File: config.mk
export PLATFORM = sky130hd
export DESIGN_NAME = aqch_cmd
export DESIGN_NICKNAME = d
export VERILOG_FILES = /design/src/aqch_pkg.sv /design/src/aqch_latch_if.sv /design/src/aqch_cmd.sv /design/src/aqch_latch.sv
export SDC_FILE = /design/constraint.sdc
export NUM_CORES = 1
export LEC_CHECK = 0
export BUFFER_PORTS_ARGS = -buffer_cell sky130_fd_sc_hd__buf_2
export CAP_MARGIN = 20
export CORE_MARGIN = 4
export CORE_UTILIZATION = 25
export DETAILED_ROUTE_END_ITERATION = 6
export PLACE_DENSITY_LB_ADDON = 0.08
export SETUP_SLACK_MARGIN = 0.1
export SYNTH_ARGS = -nofsm -noshare
export SYNTH_HDL_FRONTEND = slang
export SYNTH_SLANG_ARGS = --single-unit
File: constraint.sdc
create_clock -name sys_clk_in -period 4.3 [get_ports sys_clk_in]
set_input_delay 0.43 -clock sys_clk_in [delete_from_list [all_inputs] [get_ports sys_clk_in]]
set_output_delay 0.43 -clock sys_clk_in [all_outputs]
set_load 0.02 [all_outputs]
File: src/aqch_pkg.sv
// Constants, states and helpers of the ASCII query command handler
package aqch_pkg;

  // ************************************************************
  // Character codes
  // ************************************************************
  localparam logic [7:0] CH_DOLLAR = 8'h24;
  localparam logic [7:0] CH_TILDE  = 8'h7e;
  localparam logic [7:0] CH_CR     = 8'h0d;
  localparam logic [7:0] CH_BANG   = 8'h21;
  localparam logic [7:0] CH_QUEST  = 8'h3f;
  localparam logic [7:0] CH_ZERO   = 8'h30;
  localparam logic [7:0] CH_ONE    = 8'h31;
  localparam logic [7:0] CH_NINE   = 8'h39;
  localparam logic [7:0] CH_UA     = 8'h41;
  localparam logic [7:0] CH_UF     = 8'h46;
  localparam logic [7:0] CH_LA     = 8'h61;
  localparam logic [7:0] CH_LF     = 8'h66;
  localparam logic [7:0] CH_E      = 8'h45;
  localparam logic [7:0] CH_F      = 8'h46;
  localparam logic [7:0] CH_I      = 8'h49;
  localparam logic [7:0] CH_L      = 8'h4c;
  localparam logic [7:0] CH_C      = 8'h43;
  localparam logic [7:0] CH_M      = 8'h4d;
  localparam logic [7:0] CH_O      = 8'h4f;
  localparam logic [3:0] HEX_ALPHA = 4'h9;
  localparam logic [7:0] HEX_BASE  = 8'h37;

  // ************************************************************
  // Sizes, argument counts and reply lengths
  // ************************************************************
  localparam int         CH_W      = 8;
  localparam int         NAME_MAX  = 8;
  localparam int         TX_MAX    = 16;
  localparam logic [3:0] ARGC_NONE = 4'h0;
  localparam logic [3:0] ARGC_SEL  = 4'h1;
  localparam logic [3:0] ARGC_EDGE = 4'h2;
  localparam logic [4:0] HDR_LEN   = 5'h03;
  localparam logic [4:0] LATCH_LEN = 5'h07;
  localparam logic [7:0] EDGE_RST  = 8'h00;
  // Version string "V1.0": arbitrary value
  localparam logic [31:0] FW_VERSION = 32'h56312e30;
  localparam int          FW_LEN     = 4;

  // ************************************************************
  // Register port map and event bits
  // ************************************************************
  localparam logic [3:0] REG_STATUS = 4'h0;
  localparam logic [3:0] REG_MASK   = 4'h4;
  localparam logic [3:0] REG_EDGE   = 4'h8;
  localparam int         EV_W       = 4;
  localparam int         EV_ACK     = 0;
  localparam int         EV_NAK     = 1;
  localparam int         EV_DROP    = 2;
  localparam int         EV_CFG     = 3;

  typedef enum logic [6:0] {
    ST_IDLE = 7'b0000001,
    ST_AHI  = 7'b0000010,
    ST_ALO  = 7'b0000100,
    ST_CMD  = 7'b0001000,
    ST_ARG  = 7'b0010000,
    ST_EXEC = 7'b0100000,
    ST_SEND = 7'b1000000
  } aqch_state_type;

  // Bit 4 flags a legal hex digit, bits 3:0 carry its value
  function automatic logic [4:0] hex_val(input logic [7:0] c);
    logic [4:0] v;
    v = 5'h00;
    if (c >= CH_ZERO && c <= CH_NINE) begin
      v = {1'b1, c[3:0]};
    end else if ((c >= CH_UA && c <= CH_UF) ||
                 (c >= CH_LA && c <= CH_LF)) begin
      v = {1'b1, c[3:0] + HEX_ALPHA};
    end
    return v;
  endfunction

  function automatic logic [7:0] hex_char(input logic [3:0] n);
    logic [7:0] c;
    c = (n <= HEX_ALPHA) ? {4'h3, n} : HEX_BASE + {4'h0, n};
    return c;
  endfunction

endpackage

File: src/aqch_latch_if.sv
// Interface between the command core and the channel latch unit
`timescale 1ns/1ns
interface aqch_latch_if;
  logic       clr;
  logic [7:0] di_hi;
  logic [7:0] di_lo;
  logic [7:0] do_hi;
  logic [7:0] do_lo;
  modport ctrl (output clr, input di_hi, di_lo, do_hi, do_lo);
  modport unit (input clr, output di_hi, di_lo, do_hi, do_lo);
endinterface

File: src/aqch_cmd.sv
// ASCII query command handler: frame parser, command executor, replies
`timescale 1ns/1ns
module aqch_cmd
  import aqch_pkg::*;
(
  // Clock and reset
  input  wire logic            sys_clk_in,
  input  wire logic            rstn_in,
  // Received characters
  input  wire logic [7:0]      rx_char_in,
  input  wire logic            rx_valid_in,
  input  wire logic            rx_error_in,
  output logic                 rx_ready_out,
  // Reply characters
  output logic [7:0]           tx_char_out,
  output logic                 tx_valid_out,
  input  wire logic            tx_ready_in,
  // Configuration and pins
  input  wire logic [7:0]      module_address_in,
  input  wire logic            setup_sw_config_in,
  input  wire logic [CH_W-1:0] di_pins_in,
  input  wire logic [CH_W-1:0] do_pins_in,
  output logic [CH_W-1:0]      edge_mask_out,
  // Register port
  input  wire logic [3:0]      reg_addr_in,
  input  wire logic [7:0]      reg_wdata_in,
  input  wire logic            reg_wr_in,
  input  wire logic            reg_rd_in,
  output logic [7:0]           reg_rdata_out,
  output logic                 irq_out
);

  // ************************************************************
  // State
  // ************************************************************
  typedef struct packed {
    aqch_state_type              state;
    logic                        tilde;
    logic                        drop;
    logic [7:0]                  addr;
    logic [7:0]                  cmd;
    logic [NAME_MAX-1:0][7:0]    arg;
    logic [3:0]                  argc;
    logic [CH_W-1:0]             edges;
    logic [NAME_MAX-1:0][7:0]    name;
    logic [3:0]                  name_len;
    logic [TX_MAX-1:0][7:0]      tx_buf;
    logic [4:0]                  tx_len;
    logic [4:0]                  tx_idx;
    logic                        tx_valid;
    logic [7:0]                  tx_char;
    logic                        rx_ready;
    logic                        sw_s1;
    logic                        sw_s2;
    logic                        clr;
    logic [EV_W-1:0]             status;
    logic [EV_W-1:0]             mask;
    logic [7:0]                  rdata;
    logic                        irq;
  } aqch_core_type;

  localparam aqch_core_type CORE_RST = '{
    state:    ST_IDLE,
    edges:    EDGE_RST,
    rx_ready: 1'b1,
    default:  '0
  };

  aqch_core_type   r;
  aqch_core_type   n;
  logic [EV_W-1:0] ev;
  logic [4:0]      len;
  logic            nak;
  logic            sil;
  logic            take;
  logic [4:0]      rxhv;
  logic [4:0]      ahv0;
  logic [4:0]      ahv1;
  logic            exec_ok;

  aqch_latch_if lif ();

  aqch_latch u_latch (
    .sys_clk_in (sys_clk_in),
    .rstn_in    (rstn_in),
    .di_pins_in (di_pins_in),
    .do_pins_in (do_pins_in),
    .lat        (lif)
  );

  assign take    = rx_valid_in && r.rx_ready;
  assign rxhv    = hex_val(rx_char_in);
  assign ahv0    = hex_val(r.arg[0]);
  assign ahv1    = hex_val(r.arg[1]);
  assign exec_ok = (r.state == ST_EXEC) && !r.drop && !r.tilde;
  assign lif.clr = r.clr;

  // ************************************************************
  // Next state
  // ************************************************************
  always_comb begin
    n     = r;
    ev    = '0;
    len   = HDR_LEN;
    nak   = 1'b0;
    sil   = 1'b0;
    n.clr = 1'b0;
    n.sw_s1 = setup_sw_config_in;
    n.sw_s2 = r.sw_s1;
    if (r.tx_valid && tx_ready_in) begin
      n.tx_valid = 1'b0;
    end

    // Register port; reads answer in the next cycle only
    n.rdata = '0;
    if (reg_rd_in) begin
      case (reg_addr_in)
        REG_STATUS: n.rdata = {{(8-EV_W){1'b0}}, r.status};
        REG_MASK:   n.rdata = {{(8-EV_W){1'b0}}, r.mask};
        REG_EDGE:   n.rdata = r.edges;
        default:    n.rdata = '0;
      endcase
    end
    if (reg_wr_in && reg_addr_in == REG_MASK) begin
      n.mask = reg_wdata_in[EV_W-1:0];
    end

    // Receive: a delimiter restarts the frame from any state but ST_EXEC and ST_SEND
    if (take) begin
      if (rx_char_in == CH_DOLLAR || rx_char_in == CH_TILDE) begin
        n.state = ST_AHI;
        n.tilde = (rx_char_in == CH_TILDE);
        n.drop  = 1'b0;
        n.argc  = ARGC_NONE;
      end else begin
        case (r.state)
          ST_IDLE: begin
            n.state = ST_IDLE;
          end
          ST_AHI: begin
            if (rx_char_in == CH_CR) begin
              n.drop  = 1'b1;
              n.state = ST_EXEC;
            end else begin
              n.addr[7:4] = rxhv[3:0];
              n.drop      = r.drop | !rxhv[4];
              n.state     = ST_ALO;
            end
          end
          ST_ALO: begin
            if (rx_char_in == CH_CR) begin
              n.drop  = 1'b1;
              n.state = ST_EXEC;
            end else begin
              n.addr[3:0] = rxhv[3:0];
              // Foreign frames are swallowed up to their CR
              n.drop = r.drop | !rxhv[4] |
                ({r.addr[7:4], rxhv[3:0]} != module_address_in);
              n.state = ST_CMD;
            end
          end
          ST_CMD: begin
            if (rx_char_in == CH_CR) begin
              n.drop  = 1'b1;
              n.state = ST_EXEC;
            end else begin
              n.cmd   = rx_char_in;
              n.state = ST_ARG;
            end
          end
          ST_ARG: begin
            if (rx_char_in == CH_CR) begin
              n.state = ST_EXEC;
            end else if (r.argc < NAME_MAX[3:0]) begin
              n.arg[r.argc] = rx_char_in;
              n.argc        = r.argc + 4'h1;
            end else begin
              n.drop = 1'b1;
            end
          end
          default: begin
            n.state = r.state;
          end
        endcase
      end
    end
    if (rx_error_in && r.state != ST_IDLE && r.rx_ready) begin
      n.drop = 1'b1;
    end

    // Execute one complete frame
    if (r.state == ST_EXEC) begin
      n.state     = ST_IDLE;
      n.tx_buf    = '0;
      n.tx_buf[0] = CH_BANG;
      n.tx_buf[1] = hex_char(r.addr[7:4]);
      n.tx_buf[2] = hex_char(r.addr[3:0]);
      if (r.drop) begin
        sil = 1'b1;
      end else if (r.tilde) begin
        if (r.cmd == CH_O && r.argc != ARGC_NONE) begin
          n.name     = r.arg;
          n.name_len = r.argc;
          ev[EV_CFG] = 1'b1;
        end else begin
          nak = 1'b1;
        end
      end else begin
        case (r.cmd)
          CH_E: begin
            if (r.argc == ARGC_NONE) begin
              n.tx_buf[3] = hex_char(r.edges[7:4]);
              n.tx_buf[4] = hex_char(r.edges[3:0]);
              len = HDR_LEN + 5'h02;
            end else if (r.argc == ARGC_EDGE && ahv0[4] && ahv1[4]) begin
              n.edges    = {ahv0[3:0], ahv1[3:0]};
              ev[EV_CFG] = 1'b1;
            end else begin
              sil = 1'b1;
            end
          end
          CH_F: begin
            if (r.argc == ARGC_NONE) begin
              for (int i = 0; i < FW_LEN; i++) begin
                n.tx_buf[3+i] = FW_VERSION[31-8*i -: 8];
              end
              len = HDR_LEN + 5'(FW_LEN);
            end else begin
              sil = 1'b1;
            end
          end
          CH_I: begin
            if (r.argc == ARGC_NONE) begin
              n.tx_buf[3] = r.sw_s2 ? CH_ZERO : CH_ONE;
              len = HDR_LEN + 5'h01;
            end else begin
              sil = 1'b1;
            end
          end
          CH_L: begin
            if (r.argc != ARGC_SEL) begin
              sil = 1'b1;
            end else if (r.arg[0] == CH_ZERO || r.arg[0] == CH_ONE) begin
              // No address echo in this reply
              if (r.arg[0] == CH_ONE) begin
                n.tx_buf[1] = hex_char(lif.do_hi[7:4]);
                n.tx_buf[2] = hex_char(lif.do_hi[3:0]);
                n.tx_buf[3] = hex_char(lif.di_hi[7:4]);
                n.tx_buf[4] = hex_char(lif.di_hi[3:0]);
              end else begin
                n.tx_buf[1] = hex_char(lif.do_lo[7:4]);
                n.tx_buf[2] = hex_char(lif.do_lo[3:0]);
                n.tx_buf[3] = hex_char(lif.di_lo[7:4]);
                n.tx_buf[4] = hex_char(lif.di_lo[3:0]);
              end
              n.tx_buf[5] = CH_ZERO;
              n.tx_buf[6] = CH_ZERO;
              len = LATCH_LEN;
            end else begin
              nak = 1'b1;
            end
          end
          CH_C: begin
            if (r.argc == ARGC_NONE) begin
              n.clr = 1'b1;
            end else begin
              sil = 1'b1;
            end
          end
          CH_M: begin
            if (r.argc == ARGC_NONE) begin
              for (int i = 0; i < NAME_MAX; i++) begin
                if (i < int'(r.name_len)) begin
                  n.tx_buf[3+i] = r.name[i];
                end
              end
              len = HDR_LEN + {1'b0, r.name_len};
            end else begin
              sil = 1'b1;
            end
          end
          default: begin
            nak = 1'b1;
          end
        endcase
      end
      if (sil) begin
        ev[EV_DROP] = 1'b1;
      end else begin
        if (nak) begin
          n.tx_buf[0] = CH_QUEST;
          n.tx_buf[1] = hex_char(r.addr[7:4]);
          n.tx_buf[2] = hex_char(r.addr[3:0]);
          len = HDR_LEN;
          ev[EV_NAK] = 1'b1;
        end else begin
          ev[EV_ACK] = 1'b1;
        end
        n.tx_buf[len] = CH_CR;
        n.tx_len      = len + 5'h01;
        n.tx_idx      = '0;
        n.state       = ST_SEND;
      end
    end

    // Send: one character per accepted handshake
    if (r.state == ST_SEND && !n.tx_valid) begin
      if (r.tx_idx < r.tx_len) begin
        n.tx_char  = r.tx_buf[r.tx_idx];
        n.tx_valid = 1'b1;
        n.tx_idx   = r.tx_idx + 5'h01;
      end else begin
        n.state = ST_IDLE;
      end
    end

    // Events win over the read that clears them
    n.status = ((reg_rd_in && reg_addr_in == REG_STATUS) ?
                '0 : r.status) | ev;
    n.irq      = |(n.status & n.mask);
    n.rx_ready = (n.state != ST_EXEC) && (n.state != ST_SEND);
  end

  always_ff @(posedge sys_clk_in or negedge rstn_in) begin
    if (!rstn_in) begin
      r <= CORE_RST;
    end else begin
      r <= n;
    end
  end

  assign rx_ready_out  = r.rx_ready;
  assign tx_char_out   = r.tx_char;
  assign tx_valid_out  = r.tx_valid;
  assign edge_mask_out = r.edges;
  assign reg_rdata_out = r.rdata;
  assign irq_out       = r.irq;
endmodule

File: src/aqch_latch.sv
// Channel latch unit: sticky high and low flags for input and output pins
`timescale 1ns/1ns
module aqch_latch
  import aqch_pkg::*;
(
  // Clock and reset
  input  wire logic            sys_clk_in,
  input  wire logic            rstn_in,
  // Channel pins
  input  wire logic [CH_W-1:0] di_pins_in,
  input  wire logic [CH_W-1:0] do_pins_in,
  // Flags toward the command core
  aqch_latch_if.unit           lat
);

  typedef struct packed {
    logic [CH_W-1:0] di_s1;
    logic [CH_W-1:0] di_s2;
    logic [CH_W-1:0] do_s1;
    logic [CH_W-1:0] do_s2;
    logic [CH_W-1:0] di_hi;
    logic [CH_W-1:0] di_lo;
    logic [CH_W-1:0] do_hi;
    logic [CH_W-1:0] do_lo;
    logic [1:0]      warm;
  } aqch_lat_type;

  aqch_lat_type    r;
  aqch_lat_type    n;
  logic [CH_W-1:0] live;

  // Flags follow the pins only once both stages hold real levels
  assign live = {CH_W{r.warm[1]}};

  always_comb begin
    n = r;
    n.di_s1 = di_pins_in;
    n.di_s2 = r.di_s1;
    n.do_s1 = do_pins_in;
    n.do_s2 = r.do_s1;
    // Stages hold reset zeros at first; those must not latch as lows
    n.warm  = {r.warm[0], 1'b1};
    // Set wins over clear: a level seen in the clear cycle stays latched
    n.di_hi = (lat.clr ? '0 : r.di_hi) | (r.di_s2 & live);
    n.di_lo = (lat.clr ? '0 : r.di_lo) | (~r.di_s2 & live);
    n.do_hi = (lat.clr ? '0 : r.do_hi) | (r.do_s2 & live);
    n.do_lo = (lat.clr ? '0 : r.do_lo) | (~r.do_s2 & live);
  end

  always_ff @(posedge sys_clk_in or negedge rstn_in) begin
    if (!rstn_in) begin
      r <= '0;
    end else begin
      r <= n;
    end
  end

  assign lat.di_hi = r.di_hi;
  assign lat.di_lo = r.di_lo;
  assign lat.do_hi = r.do_hi;
  assign lat.do_lo = r.do_lo;
endmodule

## Yosys cells after proc, flatten, opt, wreduce, memory -nomap -nowiden

Cells that the tools add are included.

| storage, ports and cells | value |
|---|---|
| register bits after elaboration | 403 |
| bits in latches | 0 |
| RAM bits | 0 |
| ROM bits | 0 |
| bits of input ports | 52 |
| output and inout port bits | 27 |
| logic and storage cells | 369 |
| memories kept | 0 |

| operators by class | value |
|---|---|
| $add $sub $neg | 19 |
| multiply operators | 0 |
| div/mod/pow operators | 0 |
| $lt $le $gt $ge | 45 |
| eq/ne operators | 31 |
| shift-type cells | 0 |
| multiplexer cells | 139 |
| bitwise operators | 23 |
| reductions and logical operators | 50 |

Operators with widths:

| kind | number |
|---|---|
| 80-bit two-way mux | 4 |
| 68-bit two-way mux | 3 |
| 8-bit two-way mux | 18 |
| 138-bit two-way mux | 1 |
| 7-bit two-way mux | 18 |
| 93-bit two-way mux | 1 |
| 46-bit two-way mux | 2 |
| 6-bit by 4-bit adder with 7-bit output (first input constant) | 12 |
| 55-bit by 80-bit bitwise AND with 80-bit output | 1 |
| 80-bit NOT | 1 |
| 24-bit two-way mux | 3 |
| 5-bit two-way mux | 13 |
| 64-bit bitwise mux | 1 |
| 8-bit by 7-bit == test with 1-bit output (second input constant) | 8 |
| 64-bit two-way mux | 1 |
| 8-bit by 7-bit >= comparator with 1-bit output (second input constant) | 6 |
| 4-bit less-or-equal comparator (second input constant) | 12 |
| 8-bit by 7-bit less-or-equal comparator with 1-bit output (second input constant) | 6 |
| 33-bit by 48-bit OR with 48-bit output | 1 |
| 16-bit case mux with 3 select lines | 1 |
| 8-bit case mux with 5 select lines | 1 |
| 1-bit two-way mux | 37 |
| 7-bit case mux with 5 select lines | 1 |
| 8-bit bitwise AND | 4 |
| other kinds (71) | 151 |

## Longest topological paths before layout

Gate-level depths: netlist (run 1).

| depth | value |
|---|---|
| depth after elaboration | 25 |
| depth in mapped cells | 15 |
| mapped depth without buffers | 13 |

## Hierarchy

From an unflattened synthesis (run 1), not the netlist that was laid out.

| second synthesis, totals | value |
|---|---|
| cell total of the unflattened synthesis | 1672 |
| area, all modules | 18047.3 µm² |

Modules (own cells, without submodules):

| module | times used | cells an instance | area each (µm²) | seq. area each (µm²) |
|---|---|---|---|---|
| aqch_cmd | 1 | 1486 | 15616.2 | 7409.6 |
| aqch_latch | 1 | 186 | 2431.1 | 1651.6 |

## Least setup slack after synthesis (run 1)

Ideal clock, no wire load.

| timing path | value |
|---|---|
| path kind | register -> register |
| start point | reg r[244] in the netlist's numbering |
| end point | reg r[56] in the netlist's numbering |
| setup time | 124 ps |
| data arrival time | 3188 ps |
| data required time | 4176 ps |
| setup slack | 988 ps |
| stages on the path, launching flop included | 15 |
| buffers on the path | 3 |
| period minus slack after synthesis | 3312 ps |
| cell sequence | dfrtp_1 -> clkbuf_1 -> inv_1 -> ha_1 -> nor3b_2 -> nor4_2 -> nor2_1 -> a21bo_1 -> buf_4 -> or2_2 -> ha_1 -> and2_1 -> and4_4 -> buf_6 -> a211o_1 |

| between the ends | value |
|---|---|
| longest elaborated chain between the ends | 15 |

Ends and longest elaborated chain:

| what | RTL line | source |
|---|---|---|
| start: declaration | aqch_cmd.sv:69 | `aqch_core_type r;` |
| start signal: assignment | aqch_cmd.sv:328 | `r <= n;` |
| 4-bit by 1-bit inequality test with 1-bit output or 4-bit nonzero test (tied branches) | aqch_cmd.sv:241, aqch_cmd.sv:201 |  |
| 1-bit two-way mux or 1-bit logical AND (tied branches) | aqch_cmd.sv:241, aqch_cmd.sv:201 |  |
| 1-bit case mux with 2 select lines or 1-bit two-way mux (tied branches) | aqch_cmd.sv:209, aqch_cmd.sv:201 |  |
| 1-bit two-way mux | aqch_cmd.sv:200 | `end else if (r.tilde) begin` |
| 1-bit two-way mux | aqch_cmd.sv:198 | `if (r.drop) begin` |
| 1-bit two-way mux | aqch_cmd.sv:192 | `if (r.state == ST_EXEC) begin` |
| 5-bit two-way mux | aqch_cmd.sv:290 | `if (nak) begin` |
| 5-bit two-way mux | aqch_cmd.sv:287 | `if (sil) begin` |
| 5-bit two-way mux | aqch_cmd.sv:192 |  |
| 5-bit by 1-bit >= comparator with 1-bit output (not written as such) or 5-bit < comparator (tied branches) | aqch_cmd.sv:299 | `n.tx_buf[len] = CH_CR;` |
| 1-bit logical AND (not written as such) | aqch_cmd.sv:299 |  |
| 8-bit two-way mux (not written as such) | aqch_cmd.sv:299 |  |
| 8-bit demux with 4-bit select | aqch_cmd.sv:299 |  |
| 33-bit by 48-bit OR with 48-bit output (no source line) | - |  |
| 138-bit two-way mux (*) | aqch_cmd.sv:287 |  |

Every way passes the cells marked *; elsewhere a longest branch is shown, timed or not. The select of a mux whose other input is x is not followed.
A chain may end at the register's enable or synchronous reset.

## Final worst setup path (run 1)

| timing path | value |
|---|---|
| start point | reg r[244] in the netlist's numbering |
| end point | reg r[89] in the netlist's numbering |

| between the ends | value |
|---|---|
| longest elaborated chain between the ends | 16 |

Ends and longest elaborated chain:

| what | RTL line |
|---|---|
| 4-bit by 1-bit inequality test with 1-bit output or 4-bit nonzero test (tied branches) | aqch_cmd.sv:241, aqch_cmd.sv:201 |
| 1-bit two-way mux or 1-bit logical AND (tied branches) | aqch_cmd.sv:241, aqch_cmd.sv:201 |
| 1-bit case mux with 2 select lines or 1-bit two-way mux (tied branches) | aqch_cmd.sv:209, aqch_cmd.sv:201 |
| 1-bit two-way mux | aqch_cmd.sv:200 |
| 1-bit two-way mux | aqch_cmd.sv:198 |
| 1-bit two-way mux | aqch_cmd.sv:192 |
| 5-bit two-way mux | aqch_cmd.sv:290 |
| 5-bit two-way mux | aqch_cmd.sv:287 |
| 5-bit two-way mux | aqch_cmd.sv:192 |
| 5-bit by 1-bit >= comparator with 1-bit output (not written as such) or 5-bit < comparator (tied branches) | aqch_cmd.sv:299 |
| 1-bit logical AND (not written as such) | aqch_cmd.sv:299 |
| 8-bit two-way mux (not written as such) | aqch_cmd.sv:299 |
| 8-bit demux with 4-bit select | aqch_cmd.sv:299 |
| 80-bit NOT (no source line) | - |
| 55-bit by 80-bit bitwise AND with 80-bit output (no source line) | - |
| 138-bit two-way mux (*) | aqch_cmd.sv:287 |

Marks and branches as above.

==> results of run 1 <==
report_power, final:
part           switching [W]  total (W)  internal, W
Clock                0.00160    0.00405      0.00245
Combinational       0.000658    0.00110     0.000444
Sequential          0.000254    0.00393      0.00367
Total                0.00252    0.00908      0.00657
repair_timing:
item,in CTS,in global routing
resized for setup,0,0
hold buffers,18,0
endpoints found under the hold margin,89,0
per-layer routing:
layer  global-route usage (%)  routed length (µm)  vias to the layer above
met1                     23.4               29900                     6772
met2                     23.9               25500                      278
li1                         -                   -                     6237
met4                     3.49                1090                        0
met5                        0                   0                        -
met3                     2.77                2830                       64
kinds of logic (layout without fill, tap and decap cells):
group | Yosys count | in the layout | share of synthesized area, %
AO/OA/AOI/OAI | 415 | 415 | 15.2
flip-flops | 362 | 362 | 50.6
XOR/XNOR | 26 | 26 | 1.27
multiplexers | 175 | 175 | 11.8
buffers and inverters | 179 | 302 | 4.41
AND/OR/NAND/NOR | 477 | 477 | 13.3
adder cells (fa/ha/maj) | 51 | 51 | 3.55
other | 1 | 3 | 0.0209
Yosys cell counts (5+ instances only):
library cell,number
ha_1,50
o211ai_1,11
buf_1,5
nand3_1,42
xor2_1,8
nor4b_1,5
nand4_1,10
mux2i_1,18
nor2b_1,10
and2_1,13
and3_1,6
o21bai_1,5
o31ai_1,9
a22o_1,30
nand2b_1,15
nor2_1,101
a221oi_1,9
or2_2,9
o21ai_0,124
or4_1,5
o22ai_1,18
mux2_2,143
nand2_1,184
a22oi_1,8
clkbuf_1,72
a21oi_1,90
or3_1,5
nor3_1,22
nor3_2,6
o21a_1,11
dfrtp_1,360
a21o_1,5
a31oi_1,15
inv_1,73
a221o_1,8
xnor2_1,18
buf_4,25
mux4_2,14
a211oi_1,16
nor4_1,9
stage by stage:
stage | area, µm² | utilization (%) | hold WS (ns) | std cells | total power (W)
floorplan | 17900 | - | 0.134 | 1686 | 0.00461
global placement | 19400 | 27.5 | 0.333 | 2642 | 0.00506
detailed placement | 19400 | 27.5 | 0.336 | 2642 | 0.00509
CTS | 21200 | 30.0 | 0.0588 | 2748 | 0.00925
global route | 21200 | 30.1 | 0.0829 | 2749 | 0.00954
finish | 21200 | 30.1 | 0.0920 | 2751 | 0.00908
final cells by class:
type | instances | area (µm²)
Fill cell | 7313 | 49300
Clock inverter | 25 | 259
Inverter | 73 | 274
Timing Repair Buffer | 141 | 998
Tap cell | 940 | 1180
Clock buffer | 63 | 1350
Antenna cell | 2 | 5.00
Multi-Input combinational cell | 1145 | 8090
Sequential cell | 362 | 9060
worst max-delay path by stage:
stage	start	endpoint	slack, ns	cells past startpoint
3_5_place_dp	r[244]$_DFFE_PN0P_	r[89]$_DFFE_PN0P_	0.60	13
2_1_floorplan	r[244]$_DFFE_PN0P_	r[56]$_DFFE_PN0P_	0.99	14
5_1_grt	r[244]$_DFFE_PN0P_	r[89]$_DFFE_PN0P_	0.26	13
3_3_place_gp	r[244]$_DFFE_PN0P_	r[89]$_DFFE_PN0P_	0.61	13
6_report	r[244]$_DFFE_PN0P_	r[89]$_DFFE_PN0P_	0.60	13
4_1_cts	r[244]$_DFFE_PN0P_	r[89]$_DFFE_PN0P_	0.58	13
critical path, cell delays in order, from the launching register on:
cell and delay [ns]:
dfrtp_1 0.51, inv_1 0.23, ha_1 0.19, nor3b_2 0.48, nor4b_1 0.11, o21ai_0 0.26, o21ai_0 0.20, or2_2 0.37
inv_1 0.09, ha_1 0.13, and2_1 0.27, nand4b_1 0.37, nand3_1 0.25, o21ai_0 0.10
==> results.cfg, run 1 <==
[outcome]
status = completed

[synthesis]
yosys_most_used_dff = dfrtp_1
synth.top_cell.area_share_pct = 50.3
synth_area_um2 = 17900
synth_edf_count = 0
yosys.area.top_type = dfrtp_1
synthTopCellsByArea = dfrtp_1, mux2_2, nand2_1
yosysSeqAreaShare_pct = 50.6
synth-seq-cells = 362
synth_cell_types = 95
synth_area_per_cell_um2 = 10.6
netlist_instances = 1686
yosysWarnings = 0
syn-num-nets = 1788
synthArstFlopShare_pct = 100

[die]
placeableCoreArea_um2 = 70500
num_rows = 97
ios = 79
dieArea_um2 = 76000
floorplan.initialDensity_pct = 25.4
fp.dieH_um = 276
die_x_um = 276

[placed_design]
numPortBuffers = 74
dp_slack_ns = 0.598
hpwlAfterDp_um = 42300
globalplace.congestion = 0.794

[grt]
grt-ovfl-total = 0
antenna_found_initial = 3
grt_pass1_vias = 13800
groute.usage.overall_pct = 15.7
grt_max_degree = 95
grt_pass1_wl_um = 90400

[worst_setup_path]
critPathLaunchType = flop
cp.required_ns = 4.76
r2r_cells = 13
path_class = flop to flop
cp.arrival_ns = 4.16
crit_fanout = 10
r2r-end = r[89]$_DFFE_PN0P_
reg2reg_slack_ns = 0.60
crit_path_end_kind = flop
rr_startpoint = r[244]$_DFFE_PN0P_

[detailed_routing]
drtIter0Drc = 886
avgRoutedWirePerCell_um = 21.6
route.detailed.drc = 0
viasPerCell = 4.85
ant_nets = 0
dr.pass1.iters = 5
vias = 13400
routed_wl_um = 59300

[cts]
path_clk_slew_ns = 0.06
clockBufferDepth = 3
htree_levels = 2
cts_setup_buffers = 0
cts.sinks = 362
cts-root-buf = clkbuf_16
numCtsBuffers = 47
worstSkewPairLatency_ns = 0.60
cts_tree = yes

[run]
max_cap_violations = 0

[min_path]
hold_end = r[12]$_DFF_PN0_
min_from = reg_wdata_in[3]
whs_path_depth = 2
hp-class = primary input to flop

[sta]
maxClockFrequency_ghz = 0.270
final_max_slew_viol_count = 0
finalSetupTns_ns = 0
fin_skew_ns = 0.0320
rsz0062_at_grt = no
relSlewSlack_pct = 29.0
setup_viol = 0
fin_crit_ns = 3.70
worst_pin_slew_ns = 1.06
fin_ws_ns = 0.600
hold_viol = 0
fin_crit_sh_pct = 86.0

[finish]
final_cell_mix = dfrtp_1, nand2_1, mux2_2, o21ai_0, nor2_1
drive_gt1_share_pct = 22.8
layout.nets = 1872
mostFrequentLayoutCell = dfrtp_1
area_growth_pct = 18.4

[power]
leakage_nw = 9.58
powerDensity_nw_per_um2 = 428
vdd_drop_max_mv = 0.288
(Power assumes the default switching activity.)
==> run 2, diff against run 1 <==
Settings changed: REMOVE_ABC_BUFFERS from default to 1.
==> run 2 against run 1 <==
Power down 2.3%; combinational power about the same; clock power down 5%; critical endpoint is now r[110]$_DFFE_PN0P_; largest cell class unchanged.
==> results.cfg, run 2 (synthesis gave the netlist of run 1 again) <==
[detailed_routing]
dr.pass1.iters = 7
drtIter0Drc = 784
route.detailed.drc = 0
viasPerCell = 4.84
routed_wl_um = 60100
vias = 13300
avgRoutedWirePerCell_um = 21.9
ant_nets = 0

[worst_setup_path]
cp.arrival_ns = 4.18
path_class = flop to flop
cp.required_ns = 4.75
crit_path_end_kind = flop
crit_fanout = 10
critPathLaunchType = flop

[placed_design]
numPortBuffers = 74
hpwlAfterDp_um = 43500
globalplace.congestion = 0.827
place_inst = 2641

[run]
max_cap_violations = 0

[finish]
drive_gt1_share_pct = 22.0
mostFrequentLayoutCell = dfrtp_1
final_cell_mix = dfrtp_1, nand2_1, mux2_2, o21ai_0, nor2_1
fin_cells = 2743
layout.nets = 1871
nFillCells = 7312
area_growth_pct = 17.6
final_util_pct = 29.9

[sta]
hold_viol = 0
rsz0062_at_grt = no
final_max_slew_viol_count = 0
fin_crit_sh_pct = 86.8
holdWs_ns = 0.120
setup_viol = 0
finalSetupTns_ns = 0
worst_pin_slew_ns = 1.00
relSlewSlack_pct = 33.1
fin_crit_ns = 3.73
maxClockFrequency_ghz = 0.268
fin_skew_ns = 0.0306

[cts]
cts_tree = yes
numCtsBuffers = 47
cts_setup_buffers = 0
path_clk_slew_ns = 0.06
worstSkewPairLatency_ns = 0.59
clockBufferDepth = 3
htree_levels = 2
cts.sinks = 362
cts-root-buf = clkbuf_16

[die]
num_rows = 97
ios = 79
fp.dieH_um = 276
placeableCoreArea_um2 = 70500
dieArea_um2 = 76000
die_x_um = 276
floorplan.initialDensity_pct = 25.4

[power]
leakage_nw = 9.53
powerDensity_nw_per_um2 = 421
vdd_drop_max_mv = 0.329

[grt]
grt_pass1_wl_um = 91300
grt-ovfl-total = 0
antenna_found_initial = 4
grt_pass1_vias = 13700
grt_max_degree = 89
groute.usage.overall_pct = 15.9

[min_path]
hp-class = primary input to flop

[outcome]
status = completed
==> run 2: cell count changes in the layout (fill, tap and decap cells not counted), sizes merged <==
cell / previous run / this run
clkinv: 14 / 4
clkbuf: 63 / 72
clkinvlp: 6 / 1
bufinv: 4 / 2
inv: 74 / 76
buf: 123 / 122
diode: 2 / 1
==> run 2: area by class of cell <==
class                   instances  area, µm²  area share, %
multi-input cells            1145       8100           38.4
clock inverters                10        125          0.593
clock buffers                  72       1370           6.50
diodes                          1       2.50         0.0119
well taps                     940       1180           5.58
inverters                      73        274           1.30
repair buffers                140        976           4.63
flip-flops and latches        362       9060           43.0
==> run 2: stage by stage <==
step / setup WS (ns) / cell area [µm²] / power, W
floorplan: -0.559 / 17400 / 0.00458
global placement: 0.654 / 19400 / 0.00508
detailed placement: 0.620 / 19400 / 0.00509
CTS: 0.588 / 21100 / 0.00903
global route: 0.325 / 21100 / 0.00932
finish: 0.566 / 21100 / 0.00888
==> run 2: timing repair <==
| action | CTS | global route |
|---|---|---|
| hold endpoints to repair | 100 | 0 |
| resized for setup | 0 | 0 |
| hold buffers | 18 | 0 |
==> run 2: per-layer routing <==
metal / track usage (%) / wire length [µm]
met3: 2.01 / 1990
met1: 23.6 / 30200
met4: 3.10 / 952
met2: 25.1 / 26900
met5: 0 / 0
==> run 2: worst max-delay path, stage by stage, from the launching register on <==
cell	delay (ns)
dfrtp_1	0.51
inv_1	0.23
ha_1	0.19
nor3b_2	0.49
nor4b_1	0.11
o21ai_0	0.29
o21ai_0	0.22
or2_2	0.38
inv_1	0.09
ha_1	0.26
nand2_1	0.14
nor4_1	0.31
nor3_2	0.16
a22o_1	0.21
==> run 2: final timing paths <==
check                                        start  depth (start not counted)                 endpoint  slack [ns]
hold reg to reg            u_latch.n[34]$_DFF_PN0_                          0  u_latch.r[34]$_DFF_PN0_        0.35
max in group asynchronous                  rstn_in                          3        r[80]$_DFFE_PN0P_        2.78
setup reg to reg                r[244]$_DFFE_PN0P_                         13       r[110]$_DFFE_PN0P_        0.57
hold / removal                     reg_wdata_in[1]                          2          r[10]$_DFF_PN0_        0.12
min in group asynchronous                  rstn_in                          2   u_latch.n[1]$_DFF_PN0_        0.45
setup / recovery                r[244]$_DFFE_PN0P_                         13       r[110]$_DFFE_PN0P_        0.57
==> run 2: report_power, final <==
| part | switching (W) | total, W | internal (W) |
|---|---|---|---|
| sequential | 0.000261 | 0.00394 | 0.00368 |
| combinational | 0.000649 | 0.00109 | 0.000444 |
| clock | 0.00154 | 0.00385 | 0.00231 |
==> run 3, diff against run 2 <==
--- a/config.mk
+++ b/config.mk
@@ -11,5 +11,5 @@
 export CORE_UTILIZATION = 25
 export DETAILED_ROUTE_END_ITERATION = 6
-export PLACE_DENSITY_LB_ADDON = 0.08
+export PLACE_DENSITY_LB_ADDON = 0.05
 export REMOVE_ABC_BUFFERS = 1
 export SETUP_SLACK_MARGIN = 0.1
==> constraint.sdc (replaced) <==
create_clock -name sys_clk_in -period 3.5 [get_ports sys_clk_in]
set_input_delay 0.35 -clock sys_clk_in [delete_from_list [all_inputs] [get_ports sys_clk_in]]
set_output_delay 0.35 -clock sys_clk_in [all_outputs]
set_load 0.05 [all_outputs]
==> run 3 against run 2 <==
Power is 31% higher; die area unchanged; final cell count is 2.3% higher; sequential power grew 22%; combinational power grew 48%; routed wire length increased by 4.4%; global-route usage increased by 0.83 points; register-to-register slack worse by 0.34 ns; count of clock-buffer cells in the layout is 7 lower; flip-flop and latch count is the same; critical endpoint is now r[108]$_DFFE_PN0P_; largest cell class unchanged.
==> results.cfg, run 3 (synthesis gave the netlist of run 1 again) <==
[die]
floorplan.initialDensity_pct = 25.4
num_rows = 97
fp.dieH_um = 276
placeableCoreArea_um2 = 70500
ios = 79
die_x_um = 276
dieArea_um2 = 76000

[finish]
nFillCells = 7239
fin_cells = 2807
final_cell_mix = dfrtp_1, nand2_1, mux2_2, o21ai_0
drive_gt1_share_pct = 26.0
area_growth_pct = 22.4
final_util_pct = 31.1
mostFrequentLayoutCell = dfrtp_1
layout.nets = 1934

[power]
vdd_drop_max_mv = 0.337
leakage_nw = 9.98
powerDensity_nw_per_um2 = 532
power.total_w = 0.0117

[sta]
relSlewSlack_pct = 38.7
final_max_slew_viol_count = 0
fin_crit_ns = 3.27
fin_crit_sh_pct = 93.5
maxClockFrequency_ghz = 0.306
setup_viol = 0
worst_pin_slew_ns = 0.914
rsz0062_at_grt = yes
hold_viol = 0
fin_skew_ns = 0.0111

[worst_setup_path]
crit_fanout = 7
critPathLaunchType = flop
path_class = flop to flop
cp.required_ns = 3.96
crit_chain = or4b_4 > nor4_4 > nor2_1 > a21bo_2 > or2_2 > inv_2 > ha_2 > nand2_2 > nor4_4 > buf_4 > nor3_4 > buf_4 > a22o_1
cp_slowest_cell = or4b_4
cp.arrival_ns = 3.73
worst-path-buf-inv = 3
slowest_delay_ns = 0.64
crit_path_end_kind = flop
crit_family = simple AND/OR/NAND/NOR gates

[detailed_routing]
avgRoutedWirePerCell_um = 22.3
vias = 13400
dr.pass1.iters = 5
drtIter0Drc = 825
routed_wl_um = 62700
viasPerCell = 4.78
ant_nets = 0
route.detailed.drc = 0

[cts]
cts_tree = yes
numCtsBuffers = 47
htree_levels = 2
clockBufferDepth = 3
cts.sinks = 362
path_clk_slew_ns = 0.06
cts-root-buf = clkbuf_16
worstSkewPairLatency_ns = 0.57

[grt]
grt_max_degree = 73
groute.usage.overall_pct = 16.8
grt_pass1_wl_um = 95200
antenna_found_initial = 5
grt-ovfl-total = 0
grt_pass1_vias = 14100

[placed_design]
globalplace.congestion = 0.835
place_inst = 2697
numPortBuffers = 74
hpwlAfterDp_um = 46300

[outcome]
status = completed

[min_path]
hp-class = primary input to flop

[run]
max_cap_violations = 0
## run 3: power by group
group	internal (W)	switching [W]	total [W]
logic	0.000684	0.000922	0.00161
clock network	0.00331	0.00194	0.00524
registers	0.00452	0.000291	0.00481
## run 3: final cells by class
type / instances / area, µm² / area share, %
Inverter: 73 / 277 / 1.26
Timing Repair Buffer: 203 / 1500 / 6.86
Sequential cell: 362 / 9060 / 41.3
Multi-Input combinational cell: 1145 / 8220 / 37.5
Clock buffer: 65 / 1410 / 6.41
Clock inverter: 17 / 274 / 1.25
Tap cell: 940 / 1180 / 5.36
Antenna cell: 2 / 5.00 / 0.0228
## run 3: repair_timing
item / in CTS / in global routing
endpoints found under the hold margin: 83 / 0
pin swaps: 0 / 9
resized for setup: 4 / 26
hold buffers: 20 / 0
buffers inserted: 0 / 6
endpoints found under the setup margin: 14 / 53
## run 3: worst paths after layout
path,startpoint,endpoint,slack [ns],cells past startpoint
min reg2reg,u_latch.n[52]$_DFF_PN0_,u_latch.r[52]$_DFF_PN0_,0.34,0
min in group asynchronous,rstn_in,u_latch.n[37]$_DFF_PN0_,0.34,2
max,r[316]$_DFFE_PN0P_,r[108]$_DFFE_PN0P_,0.23,13
min,reg_wdata_in[0],r[9]$_DFF_PN0_,0.05,2
max in group asynchronous,rstn_in,r[30]$_DFF_PN0_,2.26,3
max reg2reg,r[316]$_DFFE_PN0P_,r[108]$_DFFE_PN0P_,0.23,13
## run 3: per-layer routing
metal,vias to the layer above,global-route usage [%],part of all wire [%]
met5,-,0,0.011
met4,2,3.89,2.1
met3,74,2.83,3.9
met2,224,25.7,44
met1,6755,24.7,50
li1,6352,-,-
## run 3: through the flow
step           setup slack [ns]  setup TNS (ns)  hold WS (ns)  area [µm²]
6_report                  0.229               0        0.0547       21900
5_1_grt                  0.0524               0        0.0349       21900
4_1_cts                   0.102               0        0.0168       21800
3_5_place_dp            0.00244               0         0.335       19900
3_3_place_gp             0.0537               0         0.332       19800
2_1_floorplan             -1.36          -98.76        0.0544       17400
